`config.mk`:
```
export PLATFORM = sky130hd
export DESIGN_NAME = dcfid_regs
export DESIGN_NICKNAME = d
export VERILOG_FILES = /design/src/dcfid_pkg.sv /design/src/dcfid_sync.sv /design/src/dcfid_mask.sv /design/src/dcfid_regs.sv
export VERILOG_INCLUDE_DIRS = /design/src /design/src/src
export SDC_FILE = /design/constraint.sdc
export NUM_CORES = 1
export LEC_CHECK = 0
export BUFFER_PORTS_ARGS = -buffer_cell sky130_fd_sc_hd__buf_4
export CORE_UTILIZATION = 35
export CTS_CLUSTER_DIAMETER = 150
export DETAILED_ROUTE_END_ITERATION = 8
export PLACE_DENSITY = 0.69
export REMOVE_ABC_BUFFERS = 1
export SLEW_MARGIN = 25
export SYNTH_ARGS = -nofsm -noshare
export SYNTH_HDL_FRONTEND = slang
export SYNTH_SLANG_ARGS = --single-unit
```
`constraint.sdc`:
```
create_clock -name hclk -period 1.72 [get_ports hclk]
set_clock_uncertainty 0.2 [all_clocks]
set_input_delay 0.172 -clock hclk [delete_from_list [all_inputs] [get_ports hclk]]
set_output_delay 0.172 -clock hclk [all_outputs]
set_load 0.01 [all_outputs]
```
`src/dcfid_defs.svh`:
```
// Offsets, field positions and reset values of the feature registers
`ifndef DCFID_DEFS_SVH
`define DCFID_DEFS_SVH

`define DCFID_OFF_TX_FEAT    12'h008
`define DCFID_OFF_RX_FEAT    12'h00C
`define DCFID_OFF_DATA       12'h020
`define DCFID_OFF_DATA_BLK   12'h030

`define DCFID_FD_MSB         19
`define DCFID_FD_LSB         16
`define DCFID_SZ32_BIT       10
`define DCFID_SZ16_BIT       9
`define DCFID_SZ8_BIT        8
`define DCFID_W_MSB          7
`define DCFID_W_LSB          4
`define DCFID_IRQ_BIT        1
`define DCFID_PRES_BIT       0

`define DCFID_FD_RST         4'h0
`define DCFID_SZ32_RST       1'h1
`define DCFID_SZ16_RST       1'h0
`define DCFID_SZ8_RST        1'h0
`define DCFID_W_RST          4'h1
`define DCFID_PRES_RST       1'h1

// Edges to wait after reset before the tie-offs are captured
`define DCFID_CAP_WAIT       2'h2

`define DCFID_W_ONE          4'h1
`define DCFID_W_TWO          4'h2
`define DCFID_W_FOUR         4'h4

`endif

```
`src/dcfid_pkg.sv`:
```
// Types shared by the feature identification block
package dcfid_pkg;
   typedef enum logic [1:0] {
      DCFID_PH_IDLE  = 2'b00,
      DCFID_PH_READ  = 2'b01,
      DCFID_PH_WRITE = 2'b10
   } dcfid_phase_t;
endpackage

```
`src/dcfid_sync.sv`:
```
// Two-flop synchroniser for the tie-off inputs
`timescale 1ns/1ps
module dcfid_sync (
   input  wire logic hclk,
   input  wire logic hresetn,
   input  wire logic d,
   output logic      q
);
   typedef struct packed {
      logic s1;
      logic s2;
   } dcfid_sync_t;

   dcfid_sync_t st_reg;
   dcfid_sync_t st_next;

   always_comb begin
      st_next.s1 = d;
      st_next.s2 = st_reg.s1;
   end

   always_ff @(posedge hclk or negedge hresetn) begin
      if (!hresetn) begin
         st_reg <= '0;
      end else begin
         st_reg <= st_next;
      end
   end

   assign q = st_reg.s2;
endmodule

```
`src/dcfid_mask.sv`:
```
// Lane mask for data writes by transmit width
`timescale 1ns/1ps
`include "dcfid_defs.svh"
module dcfid_mask (
   input  wire logic [3:0]  width,
   input  wire logic [31:0] din,
   output logic      [31:0] dout
);
   always_comb begin
      case (width)
         `DCFID_W_ONE:  dout = {24'h000000, din[7:0]};
         `DCFID_W_TWO:  dout = {16'h0000, din[15:0]};
         default:       dout = din;
      endcase
   end
endmodule

```
`src/dcfid_regs.sv`:
```
// Feature identification registers behind an AHB-Lite slave
`timescale 1ns/1ps
`include "dcfid_defs.svh"

// Summary of operation
// Transmit register bits 19:16 give log2 of transmit FIFO bytes, reset 0.
// Receive register bits 19:16 give log2 of receive FIFO bytes, reset 0.
// Transmit bit 10 flags 32-bit write support, reset 1.
// Transmit bit 9 flags 16-bit write support, reset 0.
// Transmit bit 8 flags 8-bit write support, reset 0.
// Transmit bits 7:4 encode lane width 1, 2 or 4 bytes; reset 1.
// One-byte width drops bits 31:8 of data register writes.
// Two-byte width drops bits 31:16 of data register writes.
// Transmit bit 1 loads from the synchronised transmit interrupt tie-off on the third edge after reset.
// Transmit bit 0 reads 1: transmit engine present.
// Receive bits 10, 9, 8 flag 32/16/8-bit access, reset 1, 0, 0.
// Receive bit 1 loads from the synchronised receive interrupt tie-off on the third edge after reset.
// Receive bit 0 reads 1: receive engine present.
// Receive feature word is read-only at offset 0x0C.
// Transmit feature word is read-only at offset 0x08.
// Reserved bits read zero; writes to feature words are ignored.
module dcfid_regs (
   input  wire logic        hclk,
   input  wire logic        hresetn,
   input  wire logic        hsel,
   input  wire logic [11:0] haddr,
   input  wire logic [1:0]  htrans,
   input  wire logic        hwrite,
   input  wire logic [2:0]  hsize,
   input  wire logic [31:0] hwdata,
   input  wire logic        hready,
   input  wire logic        tx_irq_tieoff,
   input  wire logic        rx_irq_tieoff,
   output logic      [31:0] hrdata,
   output logic             hreadyout,
   output logic             hresp,
   output logic      [31:0] tx_data_word,
   output logic             tx_data_valid,
   output logic             tx_data_blocking
);
   typedef struct packed {
      dcfid_pkg::dcfid_phase_t phase;
      logic [11:0]             addr;
      logic                    cap_done;
      logic [1:0]              cap_cnt;
      logic                    tx_irq_present;
      logic                    rx_irq_present;
      logic [31:0]             rdata;
      logic [31:0]             wdata;
      logic                    wvalid;
      logic                    wblk;
   } dcfid_state_t;

   dcfid_state_t st_reg;
   dcfid_state_t st_next;

   logic        tx_tie_s;
   logic        rx_tie_s;
   logic [31:0] tx_feat;
   logic [31:0] rx_feat;
   logic [31:0] masked;
   logic        take;
   logic [3:0]  tx_lane_width;

   // Tie-offs may come from another domain, so synchronise first
   dcfid_sync u_tx_sync (
      .hclk    (hclk),
      .hresetn (hresetn),
      .d       (tx_irq_tieoff),
      .q       (tx_tie_s)
   );
   dcfid_sync u_rx_sync (
      .hclk    (hclk),
      .hresetn (hresetn),
      .d       (rx_irq_tieoff),
      .q       (rx_tie_s)
   );

   assign tx_lane_width = `DCFID_W_RST;

   dcfid_mask u_mask (
      .width (tx_lane_width),
      .din   (hwdata),
      .dout  (masked)
   );

   always_comb begin
      tx_feat = 32'h00000000;
      tx_feat[`DCFID_FD_MSB:`DCFID_FD_LSB] = `DCFID_FD_RST;
      tx_feat[`DCFID_SZ32_BIT] = `DCFID_SZ32_RST;
      tx_feat[`DCFID_SZ16_BIT] = `DCFID_SZ16_RST;
      tx_feat[`DCFID_SZ8_BIT] = `DCFID_SZ8_RST;
      tx_feat[`DCFID_W_MSB:`DCFID_W_LSB] = tx_lane_width;
      tx_feat[`DCFID_IRQ_BIT] = st_reg.tx_irq_present;
      tx_feat[`DCFID_PRES_BIT] = `DCFID_PRES_RST;
      rx_feat = 32'h00000000;
      rx_feat[`DCFID_FD_MSB:`DCFID_FD_LSB] = `DCFID_FD_RST;
      rx_feat[`DCFID_SZ32_BIT] = `DCFID_SZ32_RST;
      rx_feat[`DCFID_SZ16_BIT] = `DCFID_SZ16_RST;
      rx_feat[`DCFID_SZ8_BIT] = `DCFID_SZ8_RST;
      rx_feat[`DCFID_IRQ_BIT] = st_reg.rx_irq_present;
      rx_feat[`DCFID_PRES_BIT] = `DCFID_PRES_RST;
   end

   assign take = hsel && hready && htrans[1];

   always_comb begin
      st_next = st_reg;
      st_next.wvalid = 1'b0;
      // Tie-off captured once, after the synchroniser has filled;
      // capturing earlier would latch the flops' reset zero
      if (!st_reg.cap_done) begin
         if (st_reg.cap_cnt == `DCFID_CAP_WAIT) begin
            st_next.tx_irq_present = tx_tie_s;
            st_next.rx_irq_present = rx_tie_s;
            st_next.cap_done       = 1'b1;
         end else begin
            st_next.cap_cnt = st_reg.cap_cnt + 2'h1;
         end
      end
      // Data phase: writes to the data words are lane-masked
      if (st_reg.phase == dcfid_pkg::DCFID_PH_WRITE) begin
         if (st_reg.addr == `DCFID_OFF_DATA ||
             st_reg.addr == `DCFID_OFF_DATA_BLK) begin
            st_next.wdata  = masked;
            st_next.wvalid = 1'b1;
            st_next.wblk   = (st_reg.addr == `DCFID_OFF_DATA_BLK);
         end
         // Feature words have no write path at all
      end
      if (take) begin
         st_next.addr  = {haddr[11:2], 2'b00};
         st_next.phase = hwrite ? dcfid_pkg::DCFID_PH_WRITE
                                : dcfid_pkg::DCFID_PH_READ;
         case ({haddr[11:2], 2'b00})
            `DCFID_OFF_TX_FEAT: st_next.rdata = tx_feat;
            `DCFID_OFF_RX_FEAT: st_next.rdata = rx_feat;
            default:            st_next.rdata = 32'h00000000;
         endcase
      end else if (hready) begin
         st_next.phase = dcfid_pkg::DCFID_PH_IDLE;
      end
   end

   always_ff @(posedge hclk or negedge hresetn) begin
      if (!hresetn) begin
         st_reg <= '0;
      end else begin
         st_reg <= st_next;
      end
   end

   assign hrdata           = st_reg.rdata;
   assign hreadyout        = 1'b1;
   assign hresp            = 1'b0;
   assign tx_data_word     = st_reg.wdata;
   assign tx_data_valid    = st_reg.wvalid;
   assign tx_data_blocking = st_reg.wblk;

   a_tx_feat_const: assert property (@(posedge hclk) disable iff (!hresetn)
      take && !hwrite && haddr[11:2] == 10'h002 |=>
      hrdata[31:2] == 30'h00000104)
      else $error("transmit feature word wrong");
   a_rx_feat_const: assert property (@(posedge hclk) disable iff (!hresetn)
      take && !hwrite && haddr[11:2] == 10'h003 |=>
      hrdata[31:2] == 30'h00000100)
      else $error("receive feature word wrong");
   a_tx_irq_bit: assert property (@(posedge hclk) disable iff (!hresetn)
      st_reg.cap_done && take && !hwrite && haddr[11:2] == 10'h002
      |=> hrdata[1] == tx_tie_s)
      else $error("transmit interrupt bit wrong");
   a_rx_irq_bit: assert property (@(posedge hclk) disable iff (!hresetn)
      st_reg.cap_done && take && !hwrite && haddr[11:2] == 10'h003
      |=> hrdata[1] == rx_tie_s)
      else $error("receive interrupt bit wrong");
   a_irq_stable: assert property (@(posedge hclk) disable iff (!hresetn)
      $past(st_reg.cap_done) |-> $stable(st_reg.tx_irq_present)
      && $stable(st_reg.rx_irq_present))
      else $error("feature bits changed");
   a_lane_mask: assert property (@(posedge hclk) disable iff (!hresetn)
      tx_data_valid |-> tx_data_word[31:8] == 24'h000000)
      else $error("upper lanes not dropped");
   a_data_path: assert property (@(posedge hclk) disable iff (!hresetn)
      take && hwrite && haddr[11:2] == 10'h008 |=> ##1
      tx_data_valid && tx_data_word == {24'h000000, $past(hwdata[7:0])})
      else $error("data write lost");
   a_unmapped_zero: assert property (@(posedge hclk) disable iff (!hresetn)
      take && !hwrite && haddr[11:2] != 10'h002 &&
      haddr[11:2] != 10'h003 |=> hrdata == 32'h00000000)
      else $error("unmapped read not zero");

   c_tx_read: cover property (@(posedge hclk)
      take && !hwrite && haddr[11:2] == 10'h002);
   c_rx_read: cover property (@(posedge hclk)
      take && !hwrite && haddr[11:2] == 10'h003);
   c_feat_write: cover property (@(posedge hclk)
      take && hwrite && haddr[11:2] == 10'h002);
   c_data_write: cover property (@(posedge hclk) tx_data_valid);
endmodule

```
==> key figures <==
GRT
  • Initial antenna violation count: 0
  • Total congestion overflow: 0
  • Vias in the first global route: between 1k and 1.5k
  • Global-route wire length before repair: slightly below 5 mm
  • Largest net degree at the start of global routing: 35
  • GR Util All Layers: 12.3%

Floorplan
  • Row cnt: 25
  • Die Footprint: 5510 sq um
  • Die W: about 74 microns
  • Initial Utilization: between 30 and 40%
  • Die H: 74.2 microns
  • Num ports: ~120
  • Core Area: around 4900 sq um

Finish
  • Multi-input gate area: roughly 670 sq um
  • # fillers: 477
  • Max FFs per register: 16
  • Cell area after layout: 2330 sq um
  • Seq. cell area: 851 sq um
  • Fraction of layout cells with a size suffix above 1: between 30% and 40%
  • Nets: ~270
  • Fin util: 47.7%
  • ANT cells: 0
  • Area delta synth->final: 27.4%

Route
  • Antenna-violating nets left: 0
  • Starting DRT DRC Count: 15
  • Router iterations before antenna repair: 4
  • Total Wirelength: slightly below 3 mm
  • # DRC: 0
  • Vias: ~1.1k
  • DR WL/cell: roughly 11 microns
  • Vias/cell: around 3.8

STA
  • Crit share post-route: between 90% and 100%
  • RSZ-0062 raised after global routing: yes
  • Achievable Freq: a little under 0.6 GHz
  • Final worst path period need: 1.70 ns
  • Slew Limit Fails: 0
  • Endpoints failing hold: 0
  • Setup violators final: 0

Placed design
  • Placement-stage cell area: around 1900 sq um
  • I/O Buffers: 39
  • Hpwl dp: ~1.9 mm
  • GP Congestion: 0.701

Pwr
  • Part of the power in registers: 43.1%
  • Leakage: approximately 1.2 nW
  • IR drop worst, VDD: approximately 0.58 mV
  • Clk pwr share: a little over two fifths
  • Logic gate share of total power: approximately 15%
  • Power per cell area: approximately 920 nW/um^2
  • Sw Share: around 23%
  • Final Power: 2.15 mW
  • NetSw: a little under 0.5 mW
  • P_int: 1.66 mW

Yosys
  • Synth cell count leaders: buf_4, dfrtp_1, mux2_2
  • Sequential share of the synthesized area: a little under half
  • Synth warn: 0
  • Synth area leader: dfrtp_1
  • Ys flop type: dfrtp_1
  • Cell Area, Synth: between 1500 and 2000 sq um
  • Post-Syn Instances: 154
  • FFs w/ async S/R, synth: 100%
  • Most common cell in the netlist: buf_4
  • Syn Area/Cell: between 10 and 15 sq um
  • Top post-synthesis cells by area: dfrtp_1, buf_4, mux2_2
  • Yosys cell types: 24
  • Synth top area share: between 40% and 50%
  • FF+latch count, synth: 34
  • Post-synth EDFFs: 0

Worst setup path
  • Critical path peak fanout: 5
  • FF-to-FF setup slack: approximately 0.019 ns
  • Critical path cell sequence: nor4_4 -> buf_4 -> nand4_4 -> mux2_4
  • Critical path's slowest cell: dfrtp_1
  • Startpoint type of the worst setup path: flop
  • Worst path required time: 1.69 ns
  • Cell family with most CP delay: simple AND/OR/NAND/NOR gates
  • CP peak stage delay: 0.42 ns
  • Setup crit end kind: flop
  • Critical path class: flop to flop
  • Worst Path Buf+Inv: 1
  • CP arrival: between 1.5 and 2 ns

CTS
  • CTS Buffer Depth: 2
  • CTS root buf: clkbuf_8
  • Clock latency on the worst-skew pair: between 0.2 and 0.3 ns
  • H-Tree Depth: 2
  • TritonCTS buffer count: 5
  • Clock slew at reported path FFs: 0.07 ns
  • CTS tree: built
  • Clk sinks: 34

Job
  • Max-cap violation count: 0

Min path
  • Hold Crit Class: input port to flop

Run status
  • Status: completed
final timing paths:
kind,start,to,cells past startpoint
worst min-delay path,haddr[9],hrdata[4]$_DFFE_PN0P_,4
worst min register to register,u_rx_sync.st_next[0]$_DFF_PN0_,u_rx_sync.q$_DFF_PN0_,0
min in group asynchronous,hresetn,st_reg[84]$_DFFE_PN0P_,2
worst max register to register,st_reg[83]$_DFFE_PN0P_,tx_data_word[7]$_DFFE_PN0P_,4
max in group asynchronous,hresetn,tx_data_word[2]$_DFFE_PN0P_,2
worst max-delay path,st_reg[83]$_DFFE_PN0P_,tx_data_word[7]$_DFFE_PN0P_,4
cell usage in the layout (no fill, tap or decap), drive strengths merged, types with 3 or more instances in the layout:
cell         instances
nor2                 3
dfrtp               34
dlygate4sd3         24
buf                 42
clkbuf               6
nand2                4
nand4                3
mux2                21
inv                  5
conb                54
tightest hold or removal path, delay by kind of cell:
family | cells | cell delay (ns)
simple gates | 2 | 0.18
compound gates | 1 | 0.08
buf+inv | 1 | 0.09
power by group through the flow:
stage / sequential, mW / clock, mW / combinational [mW]
floorplan: 0.936 / 0 / 0.145
global placement: 0.934 / 0 / 0.251
detailed placement: 0.937 / 0 / 0.256
CTS: 0.924 / 0.931 / 0.317
global route: 0.935 / 0.965 / 0.357
finish: 0.925 / 0.900 / 0.321
final cells by class:
type	instances	area share [%]
flip-flops and latches	34	36.6
multi-input cells	100	29.0
repair buffers	66	23.9
well taps	67	3.60
clock buffers	6	3.55
clock inverters	2	2.58
inverters	5	0.807
stage by stage:
stage          worst slack (ns)  setup TNS, ns  std cells  hold WS (ns)
2_1_floorplan             0.149              0        138        -0.324
3_3_place_gp             0.0334              0        244       -0.0564
3_5_place_dp           -0.00246       -0.00676        244       -0.0515
4_1_cts                 0.00951              0        279        0.0946
5_1_grt                 -0.0619         -0.256        280        0.0950
6_report                 0.0189              0        280        0.0868
metal layers:
metal  global-route usage [%]  share of wire (%)
met5                        0                  0
met4                     6.29                2.1
met3                     4.07                7.3
met2                     20.5                 49
met1                     14.0                 42
logic make-up after synthesis:
family          share of synthesized area [%]
compound gates                           2.06
xor+xnor                                0.480
fa+ha+maj                               0.685
buf+inv                                  28.6
flops                                    46.6
mux                                      14.1
other cells                             0.411
simple gates                             6.99
what timing repair did:
action	CTS	global route
gates cloned	1	0
hold endpoints to repair	57	0
resized for setup	0	2
pin swaps	3	1
buffers inserted	2	1
hold buffers	24	0
endpoints found under the setup margin	3	10
(Power assumes the default switching activity.)
